$ cat src/pkg/reset_ctrl_pkg.sv
// Package for the peripheral soft reset control block: offsets, fields,
// reset values and the carrier structs shared by design and bench.
// Assumes a classic Wishbone slave with 32-bit data and byte addressing.
// How it works
// RULE_01: First reset register sits at byte offset 0x044, resets to zero.
// RULE_02: Port reset register sits at byte offset 0x048, resets to zero.
// RULE_03: First register writes change only bits present in capability two.
// RULE_04: Port register writes change only bits present in capability four.
// RULE_05: Bits 18, 17, 16 reset timers two, one and zero.
// RULE_06: Bit 12 resets two-wire bus unit zero.
// RULE_07: Bits 1 and 0 reset asynchronous serial units one and zero.
// RULE_08: Port register bits 4..0 reset ports E..A; bits 31:5 read zero.
// RULE_09: Reserved bits read zero, ignore writes; software writes back reads.
// RULE_10: A peripheral stays in reset while its bit is one.
// RULE_11: Bit 24 resets analog comparator zero, bit 4 the sync serial unit.
package reset_ctrl_pkg;

  localparam logic [31:0] SYSCTL_BASE = 32'h400FE000;
  localparam logic [11:0] PERIPH_RESET_OFFSET = 12'h044;
  localparam logic [11:0] PORT_RESET_OFFSET = 12'h048;
  localparam logic [31:0] PERIPH_RESET_VALUE = 32'h00000000;
  localparam logic [31:0] PORT_RESET_VALUE = 32'h00000000;

  // Implemented bit positions of the first register
  localparam int unsigned BIT_CMP0 = 24;
  localparam int unsigned BIT_TMR2 = 18;
  localparam int unsigned BIT_TMR1 = 17;
  localparam int unsigned BIT_TMR0 = 16;
  localparam int unsigned BIT_TWI0 = 12;
  localparam int unsigned BIT_SSER0 = 4;
  localparam int unsigned BIT_ASER1 = 1;
  localparam int unsigned BIT_ASER0 = 0;
  localparam logic [31:0] PERIPH_IMPL_MASK = 32'h01071013;
  localparam logic [31:0] PORT_IMPL_MASK = 32'h0000001F;

  // Reset lines fanned out to the peripherals
  typedef struct packed {
    logic analog_cmp_zero_reset;
    logic gp_counter_two_reset;
    logic gp_counter_one_reset;
    logic gp_counter_zero_reset;
    logic two_wire_zero_reset;
    logic sync_serial_zero_reset;
    logic async_serial_one_reset;
    logic async_serial_zero_reset;
  } periph_resets_t;

  typedef struct packed {
    logic port_e_reset;
    logic port_d_reset;
    logic port_c_reset;
    logic port_b_reset;
    logic port_a_reset;
  } port_resets_t;

  // Whole state of the block
  typedef struct packed {
    logic [31:0] periph_ctrl;
    logic [31:0] port_ctrl;
    logic ack;
    logic [31:0] rdata;
    periph_resets_t periph_rst;
    port_resets_t port_rst;
  } state_t;

endpackage

$ cat src/logic/peripheral_soft_reset_control.sv
// Peripheral soft reset control: two software reset registers behind a
// classic Wishbone slave, driving per-peripheral reset lines.
// Assumes the capability masks come from logic on the same clock.
`timescale 1ns/100ps
module peripheral_soft_reset_control (
  input wire logic clk_i,
  input wire logic rst_i,
  input wire logic wb_cyc_i,
  input wire logic wb_stb_i,
  input wire logic wb_we_i,
  input wire logic [11:0] wb_adr_i,
  input wire logic [3:0] wb_sel_i,
  input wire logic [31:0] wb_dat_i,
  output logic [31:0] wb_dat_o,
  output logic wb_ack_o,
  input wire logic [31:0] capability_mask_two_i,
  input wire logic [31:0] capability_mask_four_i,
  output reset_ctrl_pkg::periph_resets_t periph_resets_o,
  output reset_ctrl_pkg::port_resets_t port_resets_o
);

  reset_ctrl_pkg::state_t state_reg;
  reset_ctrl_pkg::state_t state_next;

  logic req;
  logic wr_periph;
  logic wr_port;
  logic [31:0] byte_mask;
  logic [31:0] periph_wmask;
  logic [31:0] port_wmask;

  // Byte lanes expanded to a bit mask
  always_comb begin
    for (int i = 0; i < 4; i++) begin
      byte_mask[i*8 +: 8] = {8{wb_sel_i[i]}};
    end
  end

  // New request only when no ack is standing, so each access acks once
  assign req = wb_cyc_i & wb_stb_i & ~state_reg.ack;
  assign wr_periph = req & wb_we_i &
    (wb_adr_i == reset_ctrl_pkg::PERIPH_RESET_OFFSET); // RULE_01
  assign wr_port = req & wb_we_i &
    (wb_adr_i == reset_ctrl_pkg::PORT_RESET_OFFSET); // RULE_02

  // Capability and reserved bits both gate what a write can touch
  assign periph_wmask = byte_mask & capability_mask_two_i &
    reset_ctrl_pkg::PERIPH_IMPL_MASK; // RULE_03
  assign port_wmask = byte_mask & capability_mask_four_i &
    reset_ctrl_pkg::PORT_IMPL_MASK; // RULE_04

  // Next-state logic for registers, bus answer and reset lines
  always_comb begin
    state_next = state_reg;
    state_next.ack = req;
    if (wr_periph) begin
      state_next.periph_ctrl = (state_reg.periph_ctrl & ~periph_wmask) |
        (wb_dat_i & periph_wmask); // RULE_03
    end
    if (wr_port) begin
      state_next.port_ctrl = (state_reg.port_ctrl & ~port_wmask) |
        (wb_dat_i & port_wmask); // RULE_04
    end
    // Reserved bits never hold state, so reads return zero there
    state_next.periph_ctrl = state_next.periph_ctrl &
      reset_ctrl_pkg::PERIPH_IMPL_MASK; // RULE_09
    state_next.port_ctrl = state_next.port_ctrl &
      reset_ctrl_pkg::PORT_IMPL_MASK; // RULE_08
    // Unmapped reads answer zero; writes there are dropped
    state_next.rdata = 32'h00000000;
    if (req && !wb_we_i) begin
      if (wb_adr_i == reset_ctrl_pkg::PERIPH_RESET_OFFSET) begin
        state_next.rdata = state_reg.periph_ctrl;
      end else if (wb_adr_i == reset_ctrl_pkg::PORT_RESET_OFFSET) begin
        state_next.rdata = state_reg.port_ctrl;
      end
    end
    // Lines change in the same cycle as the register, held while bit is one
    state_next.periph_rst.analog_cmp_zero_reset =
      state_next.periph_ctrl[reset_ctrl_pkg::BIT_CMP0]; // RULE_11
    state_next.periph_rst.sync_serial_zero_reset =
      state_next.periph_ctrl[reset_ctrl_pkg::BIT_SSER0]; // RULE_11
    state_next.periph_rst.gp_counter_two_reset =
      state_next.periph_ctrl[reset_ctrl_pkg::BIT_TMR2]; // RULE_05
    state_next.periph_rst.gp_counter_one_reset =
      state_next.periph_ctrl[reset_ctrl_pkg::BIT_TMR1]; // RULE_05
    state_next.periph_rst.gp_counter_zero_reset =
      state_next.periph_ctrl[reset_ctrl_pkg::BIT_TMR0]; // RULE_05
    state_next.periph_rst.two_wire_zero_reset =
      state_next.periph_ctrl[reset_ctrl_pkg::BIT_TWI0]; // RULE_06
    state_next.periph_rst.async_serial_one_reset =
      state_next.periph_ctrl[reset_ctrl_pkg::BIT_ASER1]; // RULE_07
    state_next.periph_rst.async_serial_zero_reset =
      state_next.periph_ctrl[reset_ctrl_pkg::BIT_ASER0]; // RULE_07
    state_next.port_rst = state_next.port_ctrl[4:0]; // RULE_08 RULE_10
  end

  // State register; synchronous reset clears both controls
  always_ff @(posedge clk_i) begin
    if (rst_i) begin
      state_reg <= '0;
      state_reg.periph_ctrl <= reset_ctrl_pkg::PERIPH_RESET_VALUE; // RULE_01
      state_reg.port_ctrl <= reset_ctrl_pkg::PORT_RESET_VALUE; // RULE_02
    end else begin
      state_reg <= state_next;
    end
  end

  assign wb_dat_o = state_reg.rdata;
  assign wb_ack_o = state_reg.ack;
  assign periph_resets_o = state_reg.periph_rst; // RULE_10
  assign port_resets_o = state_reg.port_rst;

  // Assertions: bus handshake
  // One ack per access; a held strobe must not see a double answer
  wb_ack_once_a: assert property (@(posedge clk_i)
    disable iff (rst_i)
    wb_ack_o |=> !wb_ack_o)
    else $error("ack stood two cycles");

  ack_follows_req_a: assert property (@(posedge clk_i)
    disable iff (rst_i)
    (wb_cyc_i && wb_stb_i && !wb_ack_o) |=> wb_ack_o)
    else $error("no ack one cycle after request");

  ack_needs_req_a: assert property (@(posedge clk_i)
    disable iff (rst_i)
    wb_ack_o |-> $past(wb_cyc_i && wb_stb_i))
    else $error("ack without a request");

  // Read data stands only in the ack cycle; zero keeps the bus quiet
  rdata_idle_zero_a: assert property (@(posedge clk_i)
    disable iff (rst_i)
    !wb_ack_o |-> (wb_dat_o == 32'h00000000))
    else $error("read data not zero outside ack");

  // Assertions: read path
  read_periph_a: assert property (@(posedge clk_i) // RULE_01
    disable iff (rst_i)
    (req && !wb_we_i &&
      (wb_adr_i == reset_ctrl_pkg::PERIPH_RESET_OFFSET)) |=>
      (wb_dat_o == $past(state_reg.periph_ctrl)))
    else $error("first register read returned wrong data");

  read_port_a: assert property (@(posedge clk_i) // RULE_02
    disable iff (rst_i)
    (req && !wb_we_i &&
      (wb_adr_i == reset_ctrl_pkg::PORT_RESET_OFFSET)) |=>
      (wb_dat_o == $past(state_reg.port_ctrl)))
    else $error("port register read returned wrong data");

  // Unmapped offsets answer but carry no data
  read_unmapped_a: assert property (@(posedge clk_i)
    disable iff (rst_i)
    (req && !wb_we_i &&
      (wb_adr_i != reset_ctrl_pkg::PERIPH_RESET_OFFSET) &&
      (wb_adr_i != reset_ctrl_pkg::PORT_RESET_OFFSET)) |=>
      (wb_dat_o == 32'h00000000))
    else $error("unmapped read returned data");

  // Assertions: reserved bits never hold state
  periph_reserved_a: assert property (@(posedge clk_i) // RULE_09
    disable iff (rst_i)
    (state_reg.periph_ctrl & ~reset_ctrl_pkg::PERIPH_IMPL_MASK) == '0)
    else $error("reserved bit set in first reset register");

  port_reserved_a: assert property (@(posedge clk_i) // RULE_08
    disable iff (rst_i)
    state_reg.port_ctrl[31:5] == '0)
    else $error("reserved bit set in port reset register");

  // Assertions: write masking by capability and byte lane
  cap_two_mask_a: assert property (@(posedge clk_i) // RULE_03
    disable iff (rst_i)
    wr_periph |=> ((state_reg.periph_ctrl ^ $past(state_reg.periph_ctrl))
      & ~$past(capability_mask_two_i)) == '0)
    else $error("masked bit changed in first reset register");

  cap_four_mask_a: assert property (@(posedge clk_i) // RULE_04
    disable iff (rst_i)
    wr_port |=> ((state_reg.port_ctrl ^ $past(state_reg.port_ctrl))
      & ~$past(capability_mask_four_i)) == '0)
    else $error("masked bit changed in port reset register");

  sel_lane_a: assert property (@(posedge clk_i) // RULE_03
    disable iff (rst_i)
    wr_periph |=> ((state_reg.periph_ctrl ^ $past(state_reg.periph_ctrl))
      & ~$past(byte_mask)) == '0)
    else $error("disabled byte lane changed in first reset register");

  // A permitted bit must take the written value, not merely stay put
  periph_lands_a: assert property (@(posedge clk_i) // RULE_03
    disable iff (rst_i)
    wr_periph |=> ((state_reg.periph_ctrl & $past(periph_wmask)) ==
      ($past(wb_dat_i) & $past(periph_wmask))))
    else $error("enabled bit not written in first reset register");

  port_lands_a: assert property (@(posedge clk_i) // RULE_04
    disable iff (rst_i)
    wr_port |=> ((state_reg.port_ctrl & $past(port_wmask)) ==
      ($past(wb_dat_i) & $past(port_wmask))))
    else $error("enabled bit not written in port reset register");

  // Reads and unmapped writes leave both registers alone
  periph_hold_a: assert property (@(posedge clk_i) // RULE_09
    disable iff (rst_i)
    !wr_periph |=> $stable(state_reg.periph_ctrl))
    else $error("first reset register changed without a write");

  port_hold_a: assert property (@(posedge clk_i) // RULE_09
    disable iff (rst_i)
    !wr_port |=> $stable(state_reg.port_ctrl))
    else $error("port reset register changed without a write");

  // Assertions: each reset line follows its control bit
  timer_zero_line_a: assert property (@(posedge clk_i) // RULE_05
    disable iff (rst_i)
    periph_resets_o.gp_counter_zero_reset ==
      state_reg.periph_ctrl[reset_ctrl_pkg::BIT_TMR0])
    else $error("timer zero reset line disagrees with register");

  timer_one_line_a: assert property (@(posedge clk_i) // RULE_05
    disable iff (rst_i)
    periph_resets_o.gp_counter_one_reset ==
      state_reg.periph_ctrl[reset_ctrl_pkg::BIT_TMR1])
    else $error("timer one reset line disagrees with register");

  timer_two_line_a: assert property (@(posedge clk_i) // RULE_05
    disable iff (rst_i)
    periph_resets_o.gp_counter_two_reset ==
      state_reg.periph_ctrl[reset_ctrl_pkg::BIT_TMR2])
    else $error("timer two reset line disagrees with register");

  two_wire_line_a: assert property (@(posedge clk_i) // RULE_06
    disable iff (rst_i)
    periph_resets_o.two_wire_zero_reset ==
      state_reg.periph_ctrl[reset_ctrl_pkg::BIT_TWI0])
    else $error("two-wire reset line disagrees with register");

  serial_line_a: assert property (@(posedge clk_i) // RULE_07
    disable iff (rst_i)
    periph_resets_o.async_serial_one_reset ==
      state_reg.periph_ctrl[reset_ctrl_pkg::BIT_ASER1])
    else $error("serial one reset line disagrees with register");

  serial_zero_line_a: assert property (@(posedge clk_i) // RULE_07
    disable iff (rst_i)
    periph_resets_o.async_serial_zero_reset ==
      state_reg.periph_ctrl[reset_ctrl_pkg::BIT_ASER0])
    else $error("serial zero reset line disagrees with register");

  sync_line_a: assert property (@(posedge clk_i) // RULE_11
    disable iff (rst_i)
    periph_resets_o.sync_serial_zero_reset ==
      state_reg.periph_ctrl[reset_ctrl_pkg::BIT_SSER0])
    else $error("sync serial reset line disagrees with register");

  cmp_line_a: assert property (@(posedge clk_i) // RULE_11
    disable iff (rst_i)
    periph_resets_o.analog_cmp_zero_reset ==
      state_reg.periph_ctrl[reset_ctrl_pkg::BIT_CMP0])
    else $error("comparator reset line disagrees with register");

  port_line_a: assert property (@(posedge clk_i) // RULE_10
    disable iff (rst_i)
    port_resets_o == state_reg.port_ctrl[4:0])
    else $error("port reset lines disagree with register");

  // Lines must not glitch while software leaves the register alone
  lines_hold_a: assert property (@(posedge clk_i) // RULE_10
    disable iff (rst_i)
    !wr_periph |=> $stable(periph_resets_o))
    else $error("peripheral reset lines moved without a write");

  port_lines_hold_a: assert property (@(posedge clk_i) // RULE_10
    disable iff (rst_i)
    !wr_port |=> $stable(port_resets_o))
    else $error("port reset lines moved without a write");

  // Clearing a permitted bit releases the peripheral on the next edge
  timer_release_a: assert property (@(posedge clk_i) // RULE_10
    disable iff (rst_i)
    (wr_periph && periph_wmask[reset_ctrl_pkg::BIT_TMR0] &&
      !wb_dat_i[reset_ctrl_pkg::BIT_TMR0]) |=>
      !periph_resets_o.gp_counter_zero_reset)
    else $error("timer zero not released after clear");

  port_release_a: assert property (@(posedge clk_i) // RULE_10
    disable iff (rst_i)
    (wr_port && port_wmask[0] && !wb_dat_i[0]) |=>
      !port_resets_o.port_a_reset)
    else $error("port a not released after clear");

  // Assertions: reset values; no disable here, reset is the subject
  reset_clear_a: assert property (@(posedge clk_i) // RULE_01
    rst_i |=> (state_reg.periph_ctrl == '0))
    else $error("first reset register not zero after reset");

  reset_port_a: assert property (@(posedge clk_i) // RULE_02
    rst_i |=> (state_reg.port_ctrl == '0))
    else $error("port reset register not zero after reset");

  reset_lines_a: assert property (@(posedge clk_i) // RULE_10
    rst_i |=> (periph_resets_o == '0 && port_resets_o == '0 && !wb_ack_o))
    else $error("outputs not quiet after reset");

  // Covers for the main scenarios
  write_periph_c: cover property (@(posedge clk_i) disable iff (rst_i)
    wr_periph ##1 (state_reg.periph_ctrl != '0));

  write_port_c: cover property (@(posedge clk_i) disable iff (rst_i)
    wr_port ##1 (state_reg.port_ctrl != '0));

  release_c: cover property (@(posedge clk_i) disable iff (rst_i)
    port_resets_o.port_a_reset ##[1:20] !port_resets_o.port_a_reset);

  masked_write_c: cover property (@(posedge clk_i) disable iff (rst_i)
    wr_periph && ((wb_dat_i & ~capability_mask_two_i &
      reset_ctrl_pkg::PERIPH_IMPL_MASK) != '0));

  // Partial lane write, the case a read-modify-write avoids
  lane_write_c: cover property (@(posedge clk_i) disable iff (rst_i)
    wr_periph && (wb_sel_i != 4'hF));

endmodule

$ cat config.mk
export PLATFORM = sky130hd
export DESIGN_NAME = peripheral_soft_reset_control
export DESIGN_NICKNAME = d
export VERILOG_FILES = /design/src/pkg/reset_ctrl_pkg.sv /design/src/logic/peripheral_soft_reset_control.sv
export SDC_FILE = /design/constraint.sdc
export NUM_CORES = 1
export LEC_CHECK = 0
export BUFFER_PORTS_ARGS = -buffer_cell sky130_fd_sc_hd__buf_2
export CORE_ASPECT_RATIO = 1.5
export CORE_MARGIN = 3
export CORE_UTILIZATION = 31
export CTS_CLUSTER_SIZE = 40
export DETAILED_ROUTE_END_ITERATION = 10
export MAX_ROUTING_LAYER = met4
export PLACE_DENSITY = 0.88
export SYNTH_ARGS = -nofsm -noshare
export SYNTH_HDL_FRONTEND = slang
export SYNTH_SLANG_ARGS = --single-unit
$ cat constraint.sdc
create_clock -name clk_i -period 2.5 [get_ports clk_i]
set_input_delay 0.5 -clock clk_i [delete_from_list [all_inputs] [get_ports clk_i]]
set_output_delay 0.5 -clock clk_i [all_outputs]
set_load 0.03 [all_outputs]
# Word-level counts from Yosys, hierarchy flattened
# Index checks and enable logic that the tools add are counted.
[op_classes]
bitwise_logic = 17
reduce_logical = 3
muxes = 4
eq_ne = 2
[op_table]
columns = ["cell", "n"]
rows = [
  ["$and A25 B25 Y25", 3],
  ["$mux W25", 2],
  ["$not A25 Y25", 1],
  ["$or A25 B25 Y25", 1],
  ["$eq A12 B7 Y1 const B", 2],
  ["$and A5 B5 Y5", 3],
  ["$mux W5", 2],
  ["$and A1 B1 Y1", 5],
  ["$not A5 Y5", 1],
  ["$or A5 B5 Y5", 1],
  ["$not A1 Y1", 2],
  ["$reduce_or A2 Y1", 1],
  ["$logic_and A1 B1 Y1", 1],
  ["$logic_not A1 Y1", 1],
]
[word_totals]
input_bits = 117
elab_cells = 43
register_bits = 59
out_inout_bits = 46

# Depth between registers and ports, before layout
[logic_depth]
word_depth = 5
mapped_depth = 5
mapped_depth_nobuf = 4

# Least setup slack after synthesis
# Ideal clock, no wire load.
[synth_path]
kind = "input port to flip-flop"
startpoint = "input port wb_adr_i[7]"
endpoint = "register (tool-made name)"
setup_ns = 0.132
t_required_ns = 2.368
path_slack_ns = 0.460
cell_stages = 5
n_path_buf = 1
arrival_ns = 1.908
cell_sequence = "or4b_4 or4_1 buf_2 o21ai_1 a21oi_1"
[synth_rtl]
columns = ["element", "line_no", "source"]
rows = [
  ["from (decl)", "peripheral_soft_reset_control.sv:11", "input wire logic [11:0] wb_adr_i,"],
]

==> results.json <==
{
  "fin_worst_skew_ns": 0.00172,
  "whs_ns": 0.485,
  "cts_buffer_depth": 2,
  "crit_fanout": 8,
  "regToRegStartpoint": "wb_ack_o",
  "grt_pass1_vias": 1150,
  "finalMaxSlewViolations": 0,
  "cp-start-kind": "input port",
  "rsz0062_at_grt": "false",
  "post_cts_buffers": 0,
  "ir_drop_mv": 0.319,
  "clk_latency_ns": 0.26,
  "drt_first_pass_iters": 4,
  "vias_per_cell": 5.01,
  "synth.distinct_cells": 27,
  "drtAntennaViolNets": 0,
  "cp.arrival_ns": 2.17,
  "yosysWarnings": 0,
  "start_util": 0.329,
  "maxCapViolCount": 0,
  "vias": 1218,
  "final-setup-viol-count": 0,
  "cts_resized": 0,
  "rrSetupSlack_ns": 0.89,
  "fmax_mhz": 492,
  "hold_viol": 0,
  "die_y_um": 82.9,
  "synth_top_area_cell": "dfxtp_1",
  "p_leak_nw": 0.723,
  "drtIter0Drc": 35,
  "grt_overflow_total": 0,
  "totalWireLength_um": 3200,
  "grtUsageTotal": 0.132,
  "diodes": 0,
  "core_um2": 3720,
  "relSlewSlack": 0.570,
  "grt_first_pass_wirelength_um": 5030,
  "finalSetupTns_ns": 0,
  "clock-root-buffer": "clkbuf_8",
  "worstMarginPinSlew_ns": 0.636,
  "syn_area_um2": 1220,
  "nets": 318,
  "required_ns": 2.63,
  "drc": 0,
  "status": "completed",
  "syn_avg_cell_area_um2": 9.18,
  "layout-drive-gt1-share": 0.405,
  "wire_per_inst_um": 13.2,
  "numCtsBuffers": 3,
  "synth-seq-cells": 24,
  "fin_ws_ns": 0.468,
  "ctsHtreeMaxLevel": 1,
  "die-area_um2": 4740,
  "r2r_cells": 4,
  "hold_buffers": 0,
  "criticalPathCategory": "in -> reg",
  "synth_seq_area_share": 0.393,
  "crit_start": "wb_adr_i[7]",
  "portBuffers": 67,
  "hold_class": "reg -> reg",
  "endpoint_kind": "flop",
  "synth_cells": 133,
  "die_w_um": 57.2,
  "cts_tree": "yes",
  "cts.sinks": 24,
  "dpl_cell_area_um2": 1510,
  "antenna_found_initial": 0,
  "postLayoutCellArea_um2": 1560,
  "numPlacedInstances": 239,
  "grt_start_max_net_pins": 20,
  "stdcell_count": 243,
  "hpwlAfterDp_um": 2650,
  "syn_to_final_growth_pct": 27.9,
  "synth_top_area_share": 0.393,
  "gp_congestion": 0.751,
  "p_per_area_nw_per_um2": 483,
  "synth_area_leaders": "dfxtp_1 (39%), buf_4 (14%), nand4_1 (9.2%)",
  "dp_slack_ns": 0.172,
  "min_period_ns": 2.03,
  "pin_count": 163,
  "finalCritPeriodShare": 0.813,
  "placementRows": 27,
  "clkTransAtPathRegs_ns": 0.08
}
[worst min path at each step]
| stage | endpoint | cells past startpoint | startpoint |
|---|---|---|---|
| after detailed placement | wb_dat_o[17] | 1 | flop |
| after global placement | wb_dat_o[2] | 1 | flop |
| final | wb_dat_o[17] | 1 | flop |
| after floorplan | flop | 2 | flop |
| after CTS | wb_dat_o[2] | 1 | flop |
| after global routing | flop | 3 | wb_dat_i[2] |
[layout by cell type (no fill, tap or decap), types with 2 or more instances in the layout]
cell	count
a21oi_1	13
a22oi_1	3
o21ai_0	5
buf_4	3
conb_1	22
buf_2	67
nor4_4	2
dfxtp_1	24
o21ai_1	8
nand4_1	18
nor4_1	3
or4b_4	2
clkbuf_8	4
and2_1	7
nand2_1	8
[power breakdown]
| group | leakage, nW | internal (mW) | total [mW] | switching, mW |
|---|---|---|---|---|
| sequential | 0.193 | 0.382 | 0.383 | 0.000471 |
| clock | 0.0288 | 0.140 | 0.258 | 0.118 |
| combinational | 0.501 | 0.0318 | 0.113 | 0.0809 |
[metrics by stage]
| stage | total power, mW | util |
|---|---|---|
| 3_5_place_dp | 0.504 | 0.405 |
| 5_1_grt | 0.783 | 0.420 |
| 4_1_cts | 0.756 | 0.420 |
| 3_3_place_gp | 0.502 | 0.405 |
| 2_1_floorplan | 0.486 | - |
| 6_report | 0.754 | 0.420 |
[synthesized netlist by cell type]
library cell,count
nand3b_1,1
nor4b_1,1
o21ai_1,8
dfxtp_1,24
nor3_1,1
or4b_4,2
clkbuf_1,2
or3_1,1
or4_1,1
buf_6,2
nand4b_1,1
nor4b_2,1
nor2_1,1
o21ai_0,5
nand2_1,8
nor4_4,2
and2_1,7
and3_1,1
conb_1,1
buf_4,22
buf_2,2
nand4_1,18
nor4b_4,1
a22oi_1,3
nor4_1,3
a21oi_1,13
or4_4,1
[layer usage]
layer	GRT usage	vias up	routed length, µm
li1	-	582	-
met1	0.150	553	1270
met2	0.226	79	1550
met3	0.0233	4	323
met4	0.0506	0	54
met5	-	-	0
[logic make-up (layout without fill, tap and decap cells)]
logic type | count (synthesis) | count (layout) | share of synthesized area
AO/OA/AOI/OAI | 29 | 29 | 0.125
buffers and inverters | 28 | 74 | 0.168
flip-flops | 24 | 24 | 0.393
other | 1 | 22 | 0.00307
AND/OR/NAND/NOR | 51 | 51 | 0.310
[layout make-up]
cell class	instances	area, µm²
flip-flops and latches	24	480
well taps	43	53.8
repair buffers	70	358
fillers	396	2150
clock buffers	4	55.1
multi-input cells	102	614
[worst max-delay path, stage by stage]
cell and delay [ns]:
buf_2 0.10, or4b_4 0.57, or4_1 0.71, o21ai_1 0.20, a21oi_1 0.08
Note: power is estimated with default switching activity, not from simulation.
